`src/pkg/power_seq_pkg.sv`:
```
// constants, types and register map of the power supply sequencer
package power_seq_pkg;

    // register byte addresses on the apb bus
    localparam logic [31:0] ADDR_RAIL3V3_TRIM = 32'h8000_5004;
    localparam logic [31:0] ADDR_RAIL1V8_TRIM = 32'h8000_5008;
    localparam logic [31:0] ADDR_CONV_CLK_SEL = 32'h8000_500c;

    // field layout and reset values
    localparam int          TRIM_W            = 3;
    localparam logic [2:0]  RAIL3V3_TRIM_RST  = 3'h3;
    localparam logic [2:0]  RAIL1V8_TRIM_RST  = 3'h1;
    localparam logic        CONV_CLK_SEL_RST  = 1'b0;
    localparam int          CLK_SEL_BIT       = 0;
    localparam logic [31:0] RDATA_ZERO        = 32'h0000_0000;

    // rail indices for the per-rail comparator vectors
    localparam int          NUM_RAILS         = 2;
    localparam int          RAIL_3V3          = 0;
    localparam int          RAIL_1V8          = 1;

    // reset hold time and the ring oscillator rate it is counted in
    localparam int          RESET_HOLD_US     = 1000;
    localparam int          RING_OSC_KHZ_DEF  = 1000;
    localparam int          CNT_W             = 16;

    typedef enum logic [1:0] {
        SEQ_OFF,
        SEQ_BOOST,
        SEQ_LDO
    } seq_state_type;

    typedef struct packed {
        seq_state_type         state;
        logic                  start_prev;
        logic                  stop_prev;
        logic                  usb_prev;
        logic [TRIM_W-1:0]     trim3v3;
        logic [TRIM_W-1:0]     trim1v8;
        logic                  clk_sel;
        logic                  boost_en;
        logic                  ldo_en;
        logic                  local_usb;
        logic                  ref_on;
        logic                  rails_good;
        logic                  int_reset_n;
        logic                  conv_clk_sel;
        logic [NUM_RAILS-1:0]  raise;
        logic [NUM_RAILS-1:0]  lower;
        logic                  pready;
        logic                  pslverr;
        logic [31:0]           prdata;
    } seq_regs_type;

    typedef struct packed {
        logic [CNT_W-1:0]      cnt;
        logic                  done;
    } timer_regs_type;

endpackage

```
`src/pkg/reset_timer_if.sv`:
```
// carrier between the sequencer and its reset hold timer
`timescale 1ns/1ps
interface reset_timer_if;
    logic rails_good;
    logic osc_tick;
    logic done;

    modport ctrl  (output rails_good, output osc_tick, input done);
    modport timer (input rails_good, input osc_tick, output done);
endinterface

```
`src/rtl/power_supply_sequencer.sv`:
```
// power supply sequencer: start/stop, usb priority, reset hold, apb regs
//
// Function
// - off on battery only, falling start edge enables boost converters.
// - rails_good only when both 1.8 V and 3.3 V comparators report ok.
// - internal reset held about 1 ms of ring ticks after rails_good.
// - once converters run, further start edges are ignored.
// - rising stop edge shuts converters off and asserts internal reset; while off it is ignored, so a same-cycle start or usb edge still starts them.
// - usb appearing while off starts up, reset held about 1 ms.
// - usb removal makes an automatic stop, same as a stop edge.
// - usb arriving in battery run swaps boost for linear regulators.
// - usb power is always preferred over battery.
// - usb removed after changeover stops, never falls back to battery.
// - converters run from ring oscillator until reset is released and software selects 12 MHz.
// - reference on with usb or battery; local supply from usb if present.
// - while boosting, outputs are checked and kept in range.
// - trim values steer only the boost converters, not linear regulators.
// - 3.3 V trim is bits 2:0, resets to 011, upper bits reserved.
// - higher 3.3 V trim code selects lower output voltage.
// - 1.8 V trim is 3-bit read/write, resets to 1.
// - clock select is one read/write bit, 0 ring oscillator, 1 12 MHz.
//
// The APB register port was decided locally.
`timescale 1ns/1ps
module power_supply_sequencer
#(
    parameter int RING_OSC_KHZ = power_seq_pkg::RING_OSC_KHZ_DEF
)
(
    input  wire logic        clk_sys,
    input  wire logic        srst,
    // apb slave
    input  wire logic        psel,
    input  wire logic        penable,
    input  wire logic        pwrite,
    input  wire logic [31:0] paddr,
    input  wire logic [31:0] pwdata,
    output logic      [31:0] prdata,
    output logic             pready,
    output logic             pslverr,
    // switches, supply detect and comparators
    input  wire logic        start_in,
    input  wire logic        stop_in,
    input  wire logic        usb_present,
    input  wire logic        batt_present,
    input  wire logic        ring_osc_tick,
    input  wire logic [1:0]  rail_min_ok,
    input  wire logic [1:0]  rail_low,
    input  wire logic [1:0]  rail_high,
    // power control outputs
    output logic             boost_enable,
    output logic             ldo_enable,
    output logic             local_from_usb,
    output logic             ref_power_on,
    output logic             rails_good,
    output logic             int_reset_n,
    output logic             conv_clk_sel,
    output logic      [2:0]  boost_trim_3v3,
    output logic      [2:0]  boost_trim_1v8,
    output logic      [1:0]  boost_raise,
    output logic      [1:0]  boost_lower
);

    // hold time in ring ticks, rounded down, at least one tick
    localparam int HOLD_TICKS_INT =
        (power_seq_pkg::RESET_HOLD_US * RING_OSC_KHZ) / 1000;
    localparam logic [15:0] HOLD_TICKS =
        (HOLD_TICKS_INT < 1) ? 16'h0001 : 16'(HOLD_TICKS_INT);

    power_seq_pkg::seq_regs_type seq_reg;
    power_seq_pkg::seq_regs_type seq_next;

    reset_timer_if tmr_if ();

    logic                 start_fall;
    logic                 stop_rise;
    logic                 usb_rise;
    logic                 usb_fall;
    logic                 apb_setup;
    logic                 apb_write;
    logic                 running;
    logic [1:0]           adj_up;
    logic [1:0]           adj_dn;

    reset_delay_timer #(
        .HOLD_TICKS (HOLD_TICKS)
    ) u_timer (
        .clk_sys (clk_sys),
        .srst    (srst),
        .tmr     (tmr_if.timer)
    );

    // the timer sees the registered rails_good, so the hold spans full ticks
    assign tmr_if.rails_good = seq_reg.rails_good;
    assign tmr_if.osc_tick   = ring_osc_tick;

    assign start_fall = seq_reg.start_prev && !start_in;
    assign stop_rise  = !seq_reg.stop_prev && stop_in;
    assign usb_rise   = !seq_reg.usb_prev && usb_present;
    assign usb_fall   = seq_reg.usb_prev && !usb_present;
    assign apb_setup  = psel && !penable;
    assign apb_write  = psel && penable && seq_reg.pready && pwrite;

    // per-rail window check: nudge up when low, down when high
    generate
        for (genvar i = 0; i < power_seq_pkg::NUM_RAILS; i++)
        begin : g_rail
            assign adj_up[i] = rail_low[i] && !rail_high[i];
            assign adj_dn[i] = rail_high[i] && !rail_low[i];
        end
    endgenerate

    always_comb
    begin
        seq_next            = seq_reg;
        seq_next.start_prev = start_in;
        seq_next.stop_prev  = stop_in;
        seq_next.usb_prev   = usb_present;

        case (seq_reg.state)
            power_seq_pkg::SEQ_OFF:
            begin
                // usb checked first so it wins a same-cycle start edge
                if (usb_rise)
                begin
                    seq_next.state = power_seq_pkg::SEQ_LDO;
                end
                else if (start_fall && batt_present && !usb_present)
                begin
                    seq_next.state = power_seq_pkg::SEQ_BOOST;
                end
            end
            power_seq_pkg::SEQ_BOOST:
            begin
                // start edges fall through here untouched
                if (stop_rise)
                begin
                    seq_next.state = power_seq_pkg::SEQ_OFF;
                end
                else if (usb_present)
                begin
                    seq_next.state = power_seq_pkg::SEQ_LDO;
                end
            end
            power_seq_pkg::SEQ_LDO:
            begin
                // no way back to boost: a lost usb supply means off
                if (stop_rise || usb_fall || !usb_present)
                begin
                    seq_next.state = power_seq_pkg::SEQ_OFF;
                end
            end
            default:
            begin
                seq_next.state = power_seq_pkg::SEQ_OFF;
            end
        endcase

        running = seq_next.state != power_seq_pkg::SEQ_OFF;

        seq_next.boost_en  = seq_next.state == power_seq_pkg::SEQ_BOOST;
        seq_next.ldo_en    = seq_next.state == power_seq_pkg::SEQ_LDO;
        seq_next.ref_on    = usb_present || batt_present;
        seq_next.local_usb = usb_present;

        seq_next.rails_good = running && (&rail_min_ok);
        // timer done is cleared by the rails_good drop that a stop causes
        seq_next.int_reset_n = running && seq_reg.rails_good
                               && tmr_if.done;

        // regulation only while boosting; linear regulators run untrimmed
        seq_next.raise = seq_next.boost_en ? adj_up : 2'h0;
        seq_next.lower = seq_next.boost_en ? adj_dn : 2'h0;

        // ring oscillator until reset is released
        seq_next.conv_clk_sel = seq_reg.clk_sel && seq_next.int_reset_n;

        // apb: decode in setup, answer in access with one wait-free phase
        seq_next.pready = apb_setup;
        if (apb_setup)
        begin
            seq_next.pslverr = 1'b0;
            // reserved bits read as zero
            case (paddr)
                power_seq_pkg::ADDR_RAIL3V3_TRIM:
                    seq_next.prdata = {29'h0, seq_reg.trim3v3};
                power_seq_pkg::ADDR_RAIL1V8_TRIM:
                    seq_next.prdata = {29'h0, seq_reg.trim1v8};
                power_seq_pkg::ADDR_CONV_CLK_SEL:
                    seq_next.prdata = {31'h0, seq_reg.clk_sel};
                default:
                begin
                    seq_next.prdata  = power_seq_pkg::RDATA_ZERO;
                    seq_next.pslverr = 1'b1;
                end
            endcase
        end
        else
        begin
            seq_next.prdata  = power_seq_pkg::RDATA_ZERO;
            seq_next.pslverr = 1'b0;
        end

        if (apb_write)
        begin
            // only the field bits are stored; reserved writes are dropped
            case (paddr)
                power_seq_pkg::ADDR_RAIL3V3_TRIM:
                    seq_next.trim3v3 = pwdata[2:0];
                power_seq_pkg::ADDR_RAIL1V8_TRIM:
                    seq_next.trim1v8 = pwdata[2:0];
                power_seq_pkg::ADDR_CONV_CLK_SEL:
                    // caller must have a stable 12 MHz first
                    seq_next.clk_sel =
                        pwdata[power_seq_pkg::CLK_SEL_BIT];
                default:
                begin
                end
            endcase
        end
    end

    always_ff @(posedge clk_sys)
    begin
        if (srst)
        begin
            seq_reg         <= '0;
            seq_reg.state   <= power_seq_pkg::SEQ_OFF;
            seq_reg.trim3v3 <= power_seq_pkg::RAIL3V3_TRIM_RST;
            seq_reg.trim1v8 <= power_seq_pkg::RAIL1V8_TRIM_RST;
            seq_reg.clk_sel <= power_seq_pkg::CONV_CLK_SEL_RST;
        end
        else
        begin
            seq_reg <= seq_next;
        end
    end

    assign prdata         = seq_reg.prdata;
    assign pready         = seq_reg.pready;
    assign pslverr        = seq_reg.pslverr;
    assign boost_enable   = seq_reg.boost_en;
    assign ldo_enable     = seq_reg.ldo_en;
    assign local_from_usb = seq_reg.local_usb;
    assign ref_power_on   = seq_reg.ref_on;
    assign rails_good     = seq_reg.rails_good;
    assign int_reset_n    = seq_reg.int_reset_n;
    assign conv_clk_sel   = seq_reg.conv_clk_sel;
    // code 0 is the highest voltage, each step lower
    assign boost_trim_3v3 = seq_reg.trim3v3;
    assign boost_trim_1v8 = seq_reg.trim1v8;
    assign boost_raise    = seq_reg.raise;
    assign boost_lower    = seq_reg.lower;

    a_start_boost: assert property (
        @(posedge clk_sys) disable iff (srst)
        (seq_reg.state == power_seq_pkg::SEQ_OFF) && start_fall
        && batt_present && !usb_present && !usb_rise
        |=> boost_enable && !ldo_enable)
        else $error("start edge on battery did not enable boost");

    a_rails_good_cmp: assert property (
        @(posedge clk_sys) disable iff (srst)
        rails_good |-> $past(&rail_min_ok))
        else $error("rails_good without both comparators ok");

    a_reset_hold: assert property (
        @(posedge clk_sys) disable iff (srst)
        $rose(int_reset_n) |-> $past(rails_good, 2) && $past(tmr_if.done))
        else $error("internal reset released without hold");

    a_start_ignored: assert property (
        @(posedge clk_sys) disable iff (srst)
        (seq_reg.state == power_seq_pkg::SEQ_BOOST) && start_fall
        && !stop_rise && !usb_present
        |=> seq_reg.state == power_seq_pkg::SEQ_BOOST)
        else $error("start edge disturbed running boost");

    a_stop_shutoff: assert property (
        @(posedge clk_sys) disable iff (srst)
        stop_rise |=> !boost_enable && !ldo_enable && !int_reset_n)
        else $error("stop edge did not shut off and reset");

    a_usb_autostart: assert property (
        @(posedge clk_sys) disable iff (srst)
        (seq_reg.state == power_seq_pkg::SEQ_OFF) && usb_rise
        |=> ldo_enable ##1 !int_reset_n)
        else $error("usb arrival did not start with reset held");

    a_usb_stop: assert property (
        @(posedge clk_sys) disable iff (srst)
        (seq_reg.state == power_seq_pkg::SEQ_LDO) && usb_fall
        |=> !boost_enable && !ldo_enable ##1 !boost_enable)
        else $error("usb removal did not stop the device");

    a_usb_changeover: assert property (
        @(posedge clk_sys) disable iff (srst)
        (seq_reg.state == power_seq_pkg::SEQ_BOOST) && usb_present
        && !stop_rise |=> ldo_enable && !boost_enable)
        else $error("usb during battery run did not change over");

    a_clksel_startup: assert property (
        @(posedge clk_sys) disable iff (srst)
        conv_clk_sel |-> int_reset_n && $past(seq_reg.clk_sel))
        else $error("12 MHz selected during start-up");

    a_local_supply: assert property (
        @(posedge clk_sys) disable iff (srst)
        !srst && (usb_present || batt_present) |=> ref_power_on
        && (local_from_usb == $past(usb_present)))
        else $error("local supply selection wrong");

    a_trim_boost_only: assert property (
        @(posedge clk_sys) disable iff (srst)
        (boost_raise != 2'h0 || boost_lower != 2'h0) |-> boost_enable)
        else $error("regulation adjust outside boost mode");

    a_trim_write: assert property (
        @(posedge clk_sys) disable iff (srst)
        apb_write && (paddr == power_seq_pkg::ADDR_RAIL3V3_TRIM)
        |=> boost_trim_3v3 == $past(pwdata[2:0]))
        else $error("3.3 V trim write not stored");

    a_apb_answer: assert property (
        @(posedge clk_sys) disable iff (srst)
        apb_setup |=> pready ##1 !pready || (psel && !penable))
        else $error("apb answer not in access phase");

    a_usb_priority: assert property (
        @(posedge clk_sys) disable iff (srst)
        (seq_reg.state != power_seq_pkg::SEQ_OFF) && usb_present
        && !stop_rise |=> ldo_enable && !boost_enable)
        else $error("usb present but boost still selected");

    a_ldo_no_boost: assert property (
        @(posedge clk_sys) disable iff (srst)
        (seq_reg.state == power_seq_pkg::SEQ_LDO) |=> !boost_enable)
        else $error("linear regulator run fell back to boost");

    a_clksel_write: assert property (
        @(posedge clk_sys) disable iff (srst)
        apb_write && (paddr == power_seq_pkg::ADDR_CONV_CLK_SEL)
        |=> seq_reg.clk_sel == $past(pwdata[power_seq_pkg::CLK_SEL_BIT]))
        else $error("clock select write not stored");

endmodule

```
`src/rtl/reset_delay_timer.sv`:
```
// counts ring oscillator ticks while the rails are good
`timescale 1ns/1ps
module reset_delay_timer
#(
    parameter logic [15:0] HOLD_TICKS = 16'h03e8
)
(
    input  wire logic     clk_sys,
    input  wire logic     srst,
    reset_timer_if.timer  tmr
);

    power_seq_pkg::timer_regs_type t_reg;
    power_seq_pkg::timer_regs_type t_next;

    assign tmr.done = t_reg.done;

    always_comb
    begin
        t_next = t_reg;
        if (!tmr.rails_good)
        begin
            // any dip starts the whole hold over
            t_next.cnt  = '0;
            t_next.done = 1'b0;
        end
        else if (tmr.osc_tick && !t_reg.done)
        begin
            t_next.cnt = t_reg.cnt + 16'h0001;
            if (t_next.cnt == HOLD_TICKS)
            begin
                t_next.done = 1'b1;
            end
        end
    end

    always_ff @(posedge clk_sys)
    begin
        if (srst)
        begin
            t_reg <= '0;
        end
        else
        begin
            t_reg <= t_next;
        end
    end

    a_hold_count: assert property (
        @(posedge clk_sys) disable iff (srst)
        $rose(t_reg.done) |-> $past(t_reg.cnt) == HOLD_TICKS - 16'h0001)
        else $error("reset hold ended at wrong tick count");

    a_timer_restart: assert property (
        @(posedge clk_sys) disable iff (srst)
        !tmr.rails_good |=> (t_reg.cnt == '0) && !t_reg.done)
        else $error("hold timer did not restart on rail loss");

endmodule
```
`config.mk`:
```
export PLATFORM = sky130hd
export DESIGN_NAME = power_supply_sequencer
export DESIGN_NICKNAME = d
export VERILOG_FILES = /design/src/pkg/power_seq_pkg.sv /design/src/pkg/reset_timer_if.sv /design/src/rtl/power_supply_sequencer.sv /design/src/rtl/reset_delay_timer.sv
export SDC_FILE = /design/constraint.sdc
export NUM_CORES = 1
export LEC_CHECK = 0
export BUFFER_PORTS_ARGS = -buffer_cell sky130_fd_sc_hd__buf_2
export CAP_MARGIN = 20
export CORE_AREA = 2 2 81 83
export CTS_CLUSTER_DIAMETER = 200
export DETAILED_ROUTE_END_ITERATION = 10
export DIE_AREA = 0 0 83 85
export HOLD_SLACK_MARGIN = 0.12
export MAX_ROUTING_LAYER = met4
export PLACE_DENSITY = 0.75
export SLEW_MARGIN = 20
export SYNTH_ARGS = -nofsm -noshare
export SYNTH_HDL_FRONTEND = slang
export SYNTH_SLANG_ARGS = --single-unit
```
`constraint.sdc`:
```
create_clock -name clk_sys -period 1.8 [get_ports clk_sys]
set_input_delay 0.18 -clock clk_sys [delete_from_list [all_inputs] [get_ports clk_sys]]
set_output_delay 0.18 -clock clk_sys [all_outputs]
set_load 0.1 [all_outputs]
```
* Yosys cells after proc, flatten, opt, wreduce, memory -nomap -nowiden
Cells that the tools add are included.
W data, S select, Z words.
** Operators by class
- $add $sub $neg :: 1
- Equality and inequality tests :: 8
- Multiplexer cells :: 8
- Bitwise gates (word level) :: 3
- Reduce and logical (&&, ||, !) cells :: 43
** Operators by type and width (number)
- $eq A32 B32 Y1 const B :: 3
- $logic_and A1 B1 Y1 :: 19
- $add A16 B1 Y16 const B :: 1
- $eq A16 B10 Y1 const B :: 1
- $logic_not A1 Y1 :: 10
- $mux W2 :: 5
- $reduce_and A2 Y1 :: 5
- $pmux W3 S3 :: 1
- $pmux W2 S3 :: 1
- $reduce_or A2 Y1 :: 3
- $eq A2 B1 Y1 const B :: 2
- $eq A2 B2 Y1 const B :: 2
- $logic_or A1 B1 Y1 :: 3
- $not A1 Y1 :: 3
- $reduce_or A3 Y1 :: 1
- $logic_not A2 Y1 :: 1
- $reduce_bool A2 Y1 :: 1
- $mux W1 :: 1
** Word-level totals
- Flip-flop bits (word level) :: 73
- Input port bits :: 80
- Output and inout bits :: 51
- Logic and storage cells :: 83

* Depth between registers and ports, before layout
Gate-level depths: netlist of run 1.
- Depth in word-level cells :: 11
- Mapped depth :: 6

* Modules after synthesis
Synthesis of run 1 repeated with hierarchy kept, for this count alone.
** Second synthesis, totals
- Cells, all modules :: 262
- Area total of the unflattened synthesis :: 2392.3 um^2
** Modules (own cells, without submodules)
- power_supply_sequencer :: times used 1, cells each 151, area an instance 1450.1 um^2
- reset_delay_timer :: times used 1, cells each 111, area an instance 942.2 um^2

* Least setup slack after synthesis of run 1
Ideal clock, no wire load.
- Path kind :: reg-to-reg
- Start :: register seq_reg (netlist bit pready)
- End :: register seq_reg (netlist bit boost_trim_3v3[0])
- Library setup time :: 0.120 ns
- Arrival :: 1.937 ns
- Required time :: 1.680 ns
- Setup slack :: -0.256 ns
- Cell stages (with the launch flop) :: 5
- Clock period less this slack :: 2.056 ns
- Path through :: dfxtp_1 nand4_2 nor4b_4 nor2b_1 a211o_1
** On the way
- Longest elaborated chain between the ends :: 3
** Ends and longest elaborated chain
- from (decl) :: line power_supply_sequencer.sv:70 : power_seq_pkg::seq_regs_type seq_reg;
- from (signal assigned) :: line power_supply_sequencer.sv:235 : seq_reg <= seq_next;
- $logic_and A1 B1 Y1 (2 in series) :: line power_supply_sequencer.sv:102 : assign apb_write = psel && penable && seq_reg.pready && pwrite;
- $reduce_and A2 Y1 (no source line)
No other way between the ends.
A chain may end at the register's enable or synchronous reset.

* Final worst setup path of run 1
- Start :: register u_timer.t_reg[1] in the netlist's numbering
- End :: register u_timer.t_reg (netlist bit u_timer.tmr.done)
** On the way
- Longest elaborated chain between the ends :: 3
** Ends and longest elaborated chain
- from (decl) :: line reset_delay_timer.sv:13 : power_seq_pkg::timer_regs_type t_reg;
- from (signal assigned) :: line reset_delay_timer.sv:45 : t_reg <= t_next;
- $add A16 B1 Y16 :: line reset_delay_timer.sv:29 : t_next.cnt = t_reg.cnt + 16'h0001;
- $eq A16 B10 Y1 :: line reset_delay_timer.sv:30 : if (t_next.cnt == HOLD_TICKS)
- $reduce_and A2 Y1 (no source line)
No other way between the ends.

==> metrics.txt, run 1 <==
sequence of cells on the critical path=ha_1 -> and3_4 -> mux2i_1 -> a21oi_1 -> or3_1 -> o21ai_1; Hold Fails Final Rpt=0; Slew Viols, Final=0; CP Data Arrival Time=1.87 ns; Site Rows=29; critical path class=reg -> reg; Final GP Congestion=about 0.84; I/O pins=131; Fill cells=slightly above 600; main flop type after synthesis=dfxtp_1; Max rail drop VDD=0.349 mV; GR Util met3=3.11%; CP max-delay cell=or3_1; Initial Util=38.9%; # nets final=between 400 and 500; antenna violations before repair=0; Synth Area in Adders=1.04%; Most Used Layer, Global Route=met2; multiplexer share of the synthesized area=under 10%; Syn Area/Cell=8.93 µm²; met1 capacity usage during global routing=between 10% and 20%; Worst Path Required=slightly above 2 ns; worst-case clock buffer depth=2; routing usage on met2=a little over a quarter; Post-CTS Setup Bufs=0; RSZ-0062 raised after global routing=no; Yosys warnings=0; worst skew pair latency=around 0.30 ns; async set-reset flop share out of synthesis=0%; Tightest Hold Check Type=in -> reg; largest stage delay on the critical path=0.39 ns; post-synth design cell area=2410 µm²; register area=883 µm²; Die Y=85 µm; global-route wire length before repair=8770 µm; Remaining DRCs=0; Compound-Gate Fraction of Synth Area=6.69%; via count=2069; largest net degree at the start of global routing=17; Netlist cell types=43; register area share after synthesis=36.5%; Antenna Nets Post-Route=0; core box area=6200 µm²; cell family with most CP delay=simple AND/OR/NAND/NOR gates; drt via density=between 4 and 5; CTS sink count=44; WL/cell=11.8 µm; clk root buf=clkbuf_8; largest family of logic cells by synthesized area=simple AND/OR/NAND/NOR gates; die extent in x=83 µm; layout cell share with drive strength beyond 1=30.2%; Routed WL=5060 µm; top cells by area, synth=dfxtp_1, buf_4, nor2_1, xor2_1, nor2b_1; final setup fails=0; Bufs and invs on worst path=0; H-tree depth=2; status=finished, final reports clean; I/O Buffers=72; fin crit period=1.64 ns; Fin Setup TNS=0 ns; Multi-input gate area=1280 µm²; router iterations before antenna repair=4; Post-Synth XOR/XNOR Area=between 6 and 7%; total track usage=15.4%; GR Overflow Total=0; vias in the first global route=roughly 2000; Largest register FFs=16; Min Hold Slack=0.126 ns; P per Cell Area=719 nW/µm²; placed cell count=410; skew final=approximately 0.007 ns; post-detail-place hpwl=3820 µm; Layout area overhead=21.2%; Post-Layout Cell Count=~430; Die ar.=just over 7000 µm²; drt first-iter violations=66; Final Cycle Share=91.0%; ant diodes=0; Synth area leader=dfxtp_1; # Max-Cap Violations=0; crit-path max FO=3; CTS Buf Count=5; crit path launch type=flip-flop; crit end category=flip-flop; post-synth top area share=36.5%; CTS tree=yes; total power=2.10 mW; flops & latches, synth=44; Post-synth EDFFs=0; Worst-path clk slew=0.08 ns; cell count after synthesis=270; Max Fclk=611 MHz; simple logic cell fraction of the synthesized area=31.4%; Static Leak=1.25 nW
[cells in the final DEF (no fill, tap or decap), types with 8 or more instances in the layout]
| cell | count |
|---|---|
| buf_2 | 72 |
| buf_4 | 11 |
| conb_1 | 29 |
| dfxtp_1 | 42 |
| dlygate4sd3_1 | 10 |
| nand2_1 | 15 |
| nand4_1 | 8 |
| nor2_1 | 33 |
| nor2b_1 | 11 |
| nor3b_1 | 8 |
| xor2_1 | 11 |
[worst paths after layout]
kind / startpoint / end / slack [ns] / cells after the start
worst max-delay path: u_timer.t_reg[1]$_SDFFE_PP0P_ / u_timer.tmr.done$_SDFFE_PP0P_ / 0.16 / 6
worst min-delay path: start_in / seq_reg[54]$_SDFF_PP0_ / 0.13 / 2
worst max register to register: u_timer.t_reg[1]$_SDFFE_PP0P_ / u_timer.tmr.done$_SDFFE_PP0P_ / 0.16 / 6
worst min register to register: seq_reg[45]$_SDFFE_PP0P_ / conv_clk_sel$_SDFF_PP0_ / 0.52 / 1
[where the power goes]
group | switching (mW) | total, mW | internal, mW
logic | 0.379 | 0.466 | 0.0875
registers | 0.00666 | 0.991 | 0.984
clock network | 0.335 | 0.647 | 0.312
[what timing repair did]
| item | 4_1_cts | 5_1_grt |
|---|---|---|
| endpoints found under the hold margin | 10 | 0 |
| gates resized for setup | 0 | 2 |
| hold buffers | 10 | 0 |
| endpoints found under the setup margin | 0 | 1 |
[area by class of cell]
| cell class | count | share of cell area [%] |
|---|---|---|
| tap | 77 | 3.29 |
| inverter | 6 | 0.770 |
| clock buffer | 7 | 2.95 |
| sequential | 44 | 30.2 |
| clock inverter | 1 | 0.257 |
| multi-input combinational | 200 | 43.9 |
| timing repair buffer | 93 | 18.6 |
[cell usage after synthesis (all sizes together), types with 2 or more instances]
| library cell | instances |
|---|---|
| o21ai | 4 |
| nor4b | 4 |
| buf | 44 |
| and2 | 2 |
| nor4 | 8 |
| clkbuf | 4 |
| a21oi | 6 |
| nand3b | 3 |
| nor2 | 33 |
| nor3b | 8 |
| nand4 | 11 |
| a211o | 3 |
| or3 | 2 |
| nand2b | 5 |
| ha | 2 |
| nand3 | 7 |
| nor3 | 4 |
| nand2 | 15 |
| a211oi | 3 |
| a22oi | 3 |
| inv | 6 |
| xnor2 | 6 |
| xor2 | 11 |
| mux2i | 6 |
| dfxtp | 44 |
| and3 | 3 |
| nor2b | 11 |
| and4 | 3 |
[layer usage]
layer	wire [µm]	vias to the layer above	part of all wire, %
met5	0	-	0
met4	108	0	2.1
met3	244	8	4.8
met2	2530	67	50
met1	2170	968	43
li1	-	1026	-
[cell families after synthesis]
group                      Yosys count
and+or+nand+nor                    121
buffers and inverters               54
DFF                                 44
AOI/OAI and AO/OA                   24
xor gates and xnor gates            17
muxes                                7
adders and majority gates            2
other                                1
[per-stage QoR]
step,util [%],worst slack (ns),area (µm²)
after floorplan,-,0.101,2520
after detailed placement,43.8,0.0215,2720
after global routing,47.1,0.0409,2920
final,47.1,0.163,2920
after global placement,43.8,0.0509,2720
after CTS,46.9,0.125,2910
Power figures use the tool's default switching activity.
==> run 2, diff against run 1 <==
--- a/config.mk
+++ b/config.mk
@@ -13,7 +13,7 @@
 export DIE_AREA = 0 0 83 85
 export HOLD_SLACK_MARGIN = 0.12
 export MAX_ROUTING_LAYER = met4
-export PLACE_DENSITY = 0.75
+export PLACE_DENSITY = 0.72
 export SLEW_MARGIN = 20
 export SYNTH_ARGS = -nofsm -noshare
 export SYNTH_HDL_FRONTEND = slang
==> metrics.txt, run 2 (synthesized netlist as in run 1, its figures left out) <==
P per Cell Area=711 nW/µm² (-1.1%); crit-path max FO=6 (+3); drt first-iter violations=121 (+83%); CTS sink count=44 (unchanged); critical path class=reg -> reg; Fin Setup TNS=0 ns (unchanged); reg2reg end=u_timer.tmr.done$_SDFFE_PP0P_; Worst-path clk slew=0.08 ns (about the same); crit path launch type=flip-flop; Site Rows=29 (unchanged); via count=2042 (-1.3%); CTS tree=yes; skew final=0.00857 ns (+0.00170 ns); global-route wire length before repair=8300 µm (-5.3%); min-delay src=rail_min_ok[0]; Worst Path Required=2.03 ns (about the same); post-detail-place hpwl=3820 µm (about the same); drt via density=4.80 (-0.61%); router iterations before antenna repair=4 (unchanged); fin crit period=1.62 ns (-0.0197 ns); Final Util=46.4% (-0.75 points); Slew Viols, Final=0 (unchanged); crit end category=flip-flop; largest net degree at the start of global routing=17 (unchanged); RSZ-0062 raised after global routing=no; WL/cell=11.6 µm (-2.2%); I/O Buffers=72 (unchanged); worst skew pair latency=0.29 ns (about the same); clk root buf=clkbuf_8; # Max-Cap Violations=0 (unchanged); Remaining DRCs=0 (unchanged); die extent in x=83 µm (unchanged); reg-to-reg startpoint=u_timer.t_reg[2]$_SDFFE_PP0P_; hold depth=3 (+1); CP Data Arrival Time=1.85 ns (-0.02 ns); register area=885 µm² (+0.14%); Initial Util=38.9% (unchanged); Antenna Nets Post-Route=0 (unchanged); final setup fails=0 (unchanged); most common library cell in the layout ignoring fill and taps=buf_2; Tightest Hold Check Type=in -> reg; total track usage=14.5% (-0.89 points); Final GP Congestion=0.843 (+0.66%); status=finished, final reports clean; hold-critical path endpoint=rails_good$_SDFF_PP0_; Die Y=85 µm (unchanged); CTS Buf Count=5 (unchanged); Die ar.=7060 µm² (unchanged); Static Leak=1.23 nW (-1.3%); Layout area overhead=19.3%; Largest register FFs=16 (unchanged); core box area=6200 µm² (unchanged); worst-case clock buffer depth=2 (unchanged); H-tree depth=2 (unchanged); ant diodes=0 (unchanged); Fill cells=605 (-0.17%); Max Fclk=618 MHz (+1.2%); Hold Fails Final Rpt=0 (unchanged); I/O pins=131 (unchanged); # nets final=429 (-0.69%); Final Cycle Share=89.9% (-1.1 points); vias in the first global route=1883 (-3.7%); commonest cells after routing, fill and taps aside=buf_2, dfxtp_1, nor2_1; antenna violations before repair=0 (unchanged); r2r setup slk=0.18 ns (+0.02 ns); Routed WL=4910 µm (-2.8%); Max rail drop VDD=0.475 mV (+36%); GR Overflow Total=0 (unchanged); layout cell share with drive strength beyond 1=29.6% (-0.60 points); Multi-input gate area=1270 µm² (-0.88%); R2R depth=7 (+1)
## run 2: changes by cell type in the layout (fill, tap and decap cells not counted)
cell / delta
nor4b_1: +1
and3_4: -1
buf_4: -1
clkbuf_1: +1
clkinv_4: +1
and3_1: +1
dfxtp_1: -1
clkbuf_8: -1
nor4b_2: -1
dlygate4sd3_1: -2
clkinvlp_4: -1
dfxtp_2: +1
## run 2: area by class of cell
cell class                 count  share of cell area [%]
clock buffer                   7                    2.65
timing repair buffer          90                    17.9
inverter                       6                   0.783
multi-input combinational    200                    44.3
tap                           77                    3.35
clock inverter                 1                   0.304
sequential                    44                    30.7
## run 2: metal layers
metal	vias up	GRT usage, %	part of all wire (%)
li1	1023	-	-
met1	936	17.7	44
met2	77	24.0	50
met3	6	3.11	5.2
met4	0	4.47	0.77
met5	-	-	0
## run 2: worst max path at each step
stage / startpoint / to / cells past startpoint
6_report: u_timer.t_reg[2]$_SDFFE_PP0P_ / u_timer.tmr.done$_SDFFE_PP0P_ / 7
5_1_grt: u_timer.t_reg[2]$_SDFFE_PP0P_ / u_timer.tmr.done$_SDFFE_PP0P_ / 7
4_1_cts: u_timer.t_reg[2]$_SDFFE_PP0P_ / u_timer.tmr.done$_SDFFE_PP0P_ / 6
3_5_place_dp: paddr[26] / boost_trim_3v3[1]$_SDFFE_PP1P_ / 6
3_3_place_gp: paddr[26] / boost_trim_3v3[1]$_SDFFE_PP1P_ / 6
2_1_floorplan: pready$_SDFF_PP0_ / boost_trim_3v3[0]$_SDFFE_PP1P_ / 4
## run 2: metrics by stage
| step | power, mW | worst slack (ns) | cells | instance area (µm²) | hold WS (ns) |
|---|---|---|---|---|---|
| after floorplan | 1.42 | 0.101 | 298 | 2520 | 0.252 |
| final | 2.05 | 0.182 | 425 | 2880 | 0.122 |
| after global placement | 1.46 | 0.0302 | 409 | 2710 | 0.354 |
| after CTS | 2.07 | 0.133 | 425 | 2880 | 0.124 |
| after detailed placement | 1.46 | 0.000673 | 409 | 2710 | 0.357 |
| after global routing | 2.13 | 0.0436 | 425 | 2880 | 0.122 |
## run 2: timing repair
item | CTS | global route
hold buffers | 8 | 0
setup endpoints to repair | 0 | 1
buffers inserted | 0 | 0
endpoints found under the hold margin | 8 | 0
resized for setup | 0 | 1
## run 2: worst max-delay path, cell delays in order (launching register included)
cell and delay (ns):
dfxtp_2 0.35, ha_1 0.21, and3_1 0.21, buf_4 0.15, nand4_1 0.09, nor4b_1 0.25
o2111ai_1 0.17, o21ai_1 0.14
## run 2: where the power goes
part           total [mW]  switching [mW]  internal [mW]
Combinational       0.461           0.378         0.0833
Sequential          0.990         0.00636          0.984
Clock               0.596           0.318          0.277
Total                2.05           0.703           1.34
==> run 3, diff against run 2 <==
--- a/config.mk
+++ b/config.mk
@@ -14,6 +14,7 @@
 export HOLD_SLACK_MARGIN = 0.12
 export MAX_ROUTING_LAYER = met4
 export PLACE_DENSITY = 0.72
+export REMOVE_ABC_BUFFERS = 1
 export SLEW_MARGIN = 20
 export SYNTH_ARGS = -nofsm -noshare
 export SYNTH_HDL_FRONTEND = slang
==> metrics.txt, run 3 (synthesized netlist as in run 1, its figures left out) <==
status=finished, final reports clean; post-detail-place hpwl=3740 µm (-2.3%); crit path launch type=flip-flop; r2r setup slk=0.13 ns (-0.05 ns); combinational share of power=20.7% (-1.8 points); I/O pins=131 (unchanged); via count=2059 (+0.83%); Hold Fails Final Rpt=0 (unchanged); die extent in x=83 µm (unchanged); switching power=0.721 mW (+2.6%); CTS Buf Count=5 (unchanged); Internal Pwr Total=1.52 mW (+13%); CTS sink count=44 (unchanged); reg-to-reg startpoint=u_timer.t_reg[2]$_SDFFE_PP0P_; RSZ-0062 raised after global routing=no; Bufs and invs on worst path=1 (unchanged); Post-CTS Setup Bufs=0 (unchanged); Site Rows=29 (unchanged); Die Y=85 µm (unchanged); worst skew pair latency=0.30 ns (about the same); Initial Util=38.9% (unchanged); Remaining DRCs=0 (unchanged); Max Fclk=599 MHz (-3.1%); WL/cell=11.4 µm (-1.4%); Worst Setup SP=u_timer.t_reg[2]$_SDFFE_PP0P_; skew final=0.00936 ns (+0.000789 ns); Sw Ratio=32.1% (-2.2 points); fin crit period=1.67 ns (+0.0516 ns); vias in the first global route=1944 (+3.2%); H-tree depth=2 (unchanged); crit end category=flip-flop; placed cell count=409 (unchanged); Static Leak=1.26 nW (+2.1%); global-route wire length before repair=8300 µm (unchanged); Final Cycle Share=92.7% (+2.9 points); router iterations before antenna repair=4 (unchanged); CTS Hold Bufs=10 (+2); critical path class=reg -> reg; P per Cell Area=766 nW/µm² (+7.7%); Antenna Nets Post-Route=0 (unchanged); GR Overflow Total=0 (unchanged); largest net degree at the start of global routing=17 (unchanged); core box area=6200 µm² (unchanged); antenna violations before repair=0 (unchanged); largest stage delay on the critical path=0.33 ns (-0.02 ns); CP max-delay cell=or3_1; ant diodes=0 (unchanged); Post-Layout Cell Count=427 (+0.47%); Max rail drop VDD=0.558 mV (+17%); Clock power frac=35.1% (+6.0 points); layout cell share with drive strength beyond 1=29.1% (-0.45 points); Die ar.=7060 µm² (unchanged); CP Data Arrival Time=1.90 ns (+0.05 ns); # resized after CTS=0 (unchanged); sequence of cells on the critical path=buf_4 -> and4_1 -> or3_1 -> a211oi_1 -> o2111ai_1 -> o21ai_1; total track usage=14.7% (+0.21 points); Slew Viols, Final=0 (unchanged); # nets final=431 (+0.47%); Largest register FFs=16 (unchanged); most common library cell in the layout ignoring fill and taps=buf_2; Worst Path Required=2.03 ns (about the same); I/O Buffers=72 (unchanged); drt first-iter violations=98 (-19%); Layout area overhead=21.5%; cell family with most CP delay=compound AO/OA/AOI/OAI gates; clk root buf=clkbuf_8; drt via density=4.82 (+0.36%); min-delay src=batt_present; # Max-Cap Violations=0 (unchanged); Final GP Congestion=0.871 (+3.4%); crit-path max FO=5 (-1); Routed WL=4870 µm (-0.94%); commonest cells after routing, fill and taps aside=buf_2, dfxtp_1, nor2_1; Tightest Hold Check Type=in -> reg; Sequential Power Share=44.1% (-4.3 points); worst-case clock buffer depth=2 (unchanged); final setup fails=0 (unchanged); CTS tree=yes; Min Hold Slack=0.124 ns (+0.00181 ns); Worst-path clk slew=0.09 ns (about the same)
[run 3: cell count changes in the layout (fill, tap and decap cells not counted)]
| cell | delta |
|---|---|
| clkbuf_8 | +1 |
| clkbuf_1 | -2 |
| bufinv_16 | +1 |
| dlygate4sd3_1 | +2 |
| dfxtp_2 | -3 |
| dfxtp_1 | +3 |
[run 3: area by class of cell]
class,instances,area [µm²]
inverters,6,22.5
repair buffers,92,536
multi-input cells,200,1270
flip-flops and latches,44,881
clock buffers,6,82.6
clock inverters,2,38.8
well taps,77,96.3
fillers,593,3270
[run 3: path summary, 6_finish.rpt]
| kind | end | depth (start not counted) |
|---|---|---|
| setup / recovery | u_timer.tmr.done$_SDFFE_PP0P_ | 6 |
| hold / removal | ref_power_on$_SDFF_PP0_ | 3 |
| setup reg to reg | u_timer.tmr.done$_SDFFE_PP0P_ | 6 |
| hold reg to reg | conv_clk_sel$_SDFF_PP0_ | 1 |
[run 3: per-stage QoR]
step | total power, mW | util, % | area [µm²] | worst slack [ns] | setup TNS (ns)
floorplan | 1.37 | - | 2180 | -0.451 | -1.69
global placement | 1.46 | 43.7 | 2710 | 0.0471 | 0
detailed placement | 1.46 | 43.7 | 2710 | 0.0202 | 0
CTS | 2.27 | 47.2 | 2930 | 0.145 | 0
global route | 2.32 | 47.2 | 2930 | 0.0529 | 0
finish | 2.24 | 47.2 | 2930 | 0.131 | 0
[run 3: worst min-delay path: stages]
cell and delay (ns):
buf_2 0.10, nor2_1 0.04, nor2_1 0.07
[run 3: routing by layer]
metal  vias to the layer above  track usage, %  wire [µm]
met4                         0            6.71        119
li1                       1025               -          -
met1                       959            17.5       2130
met3                        11            3.40        246
met2                        64            23.7       2380
met5                         -               -          0
[run 3: power by group through the flow]
stage                     clock [mW]  combinational (mW)  sequential (mW)
after floorplan                    0               0.307             1.06
final                          0.789               0.466            0.990
after CTS                      0.817               0.464            0.990
after global placement             0               0.444             1.01
after detailed placement           0               0.447             1.01
after global routing           0.847               0.484            0.992
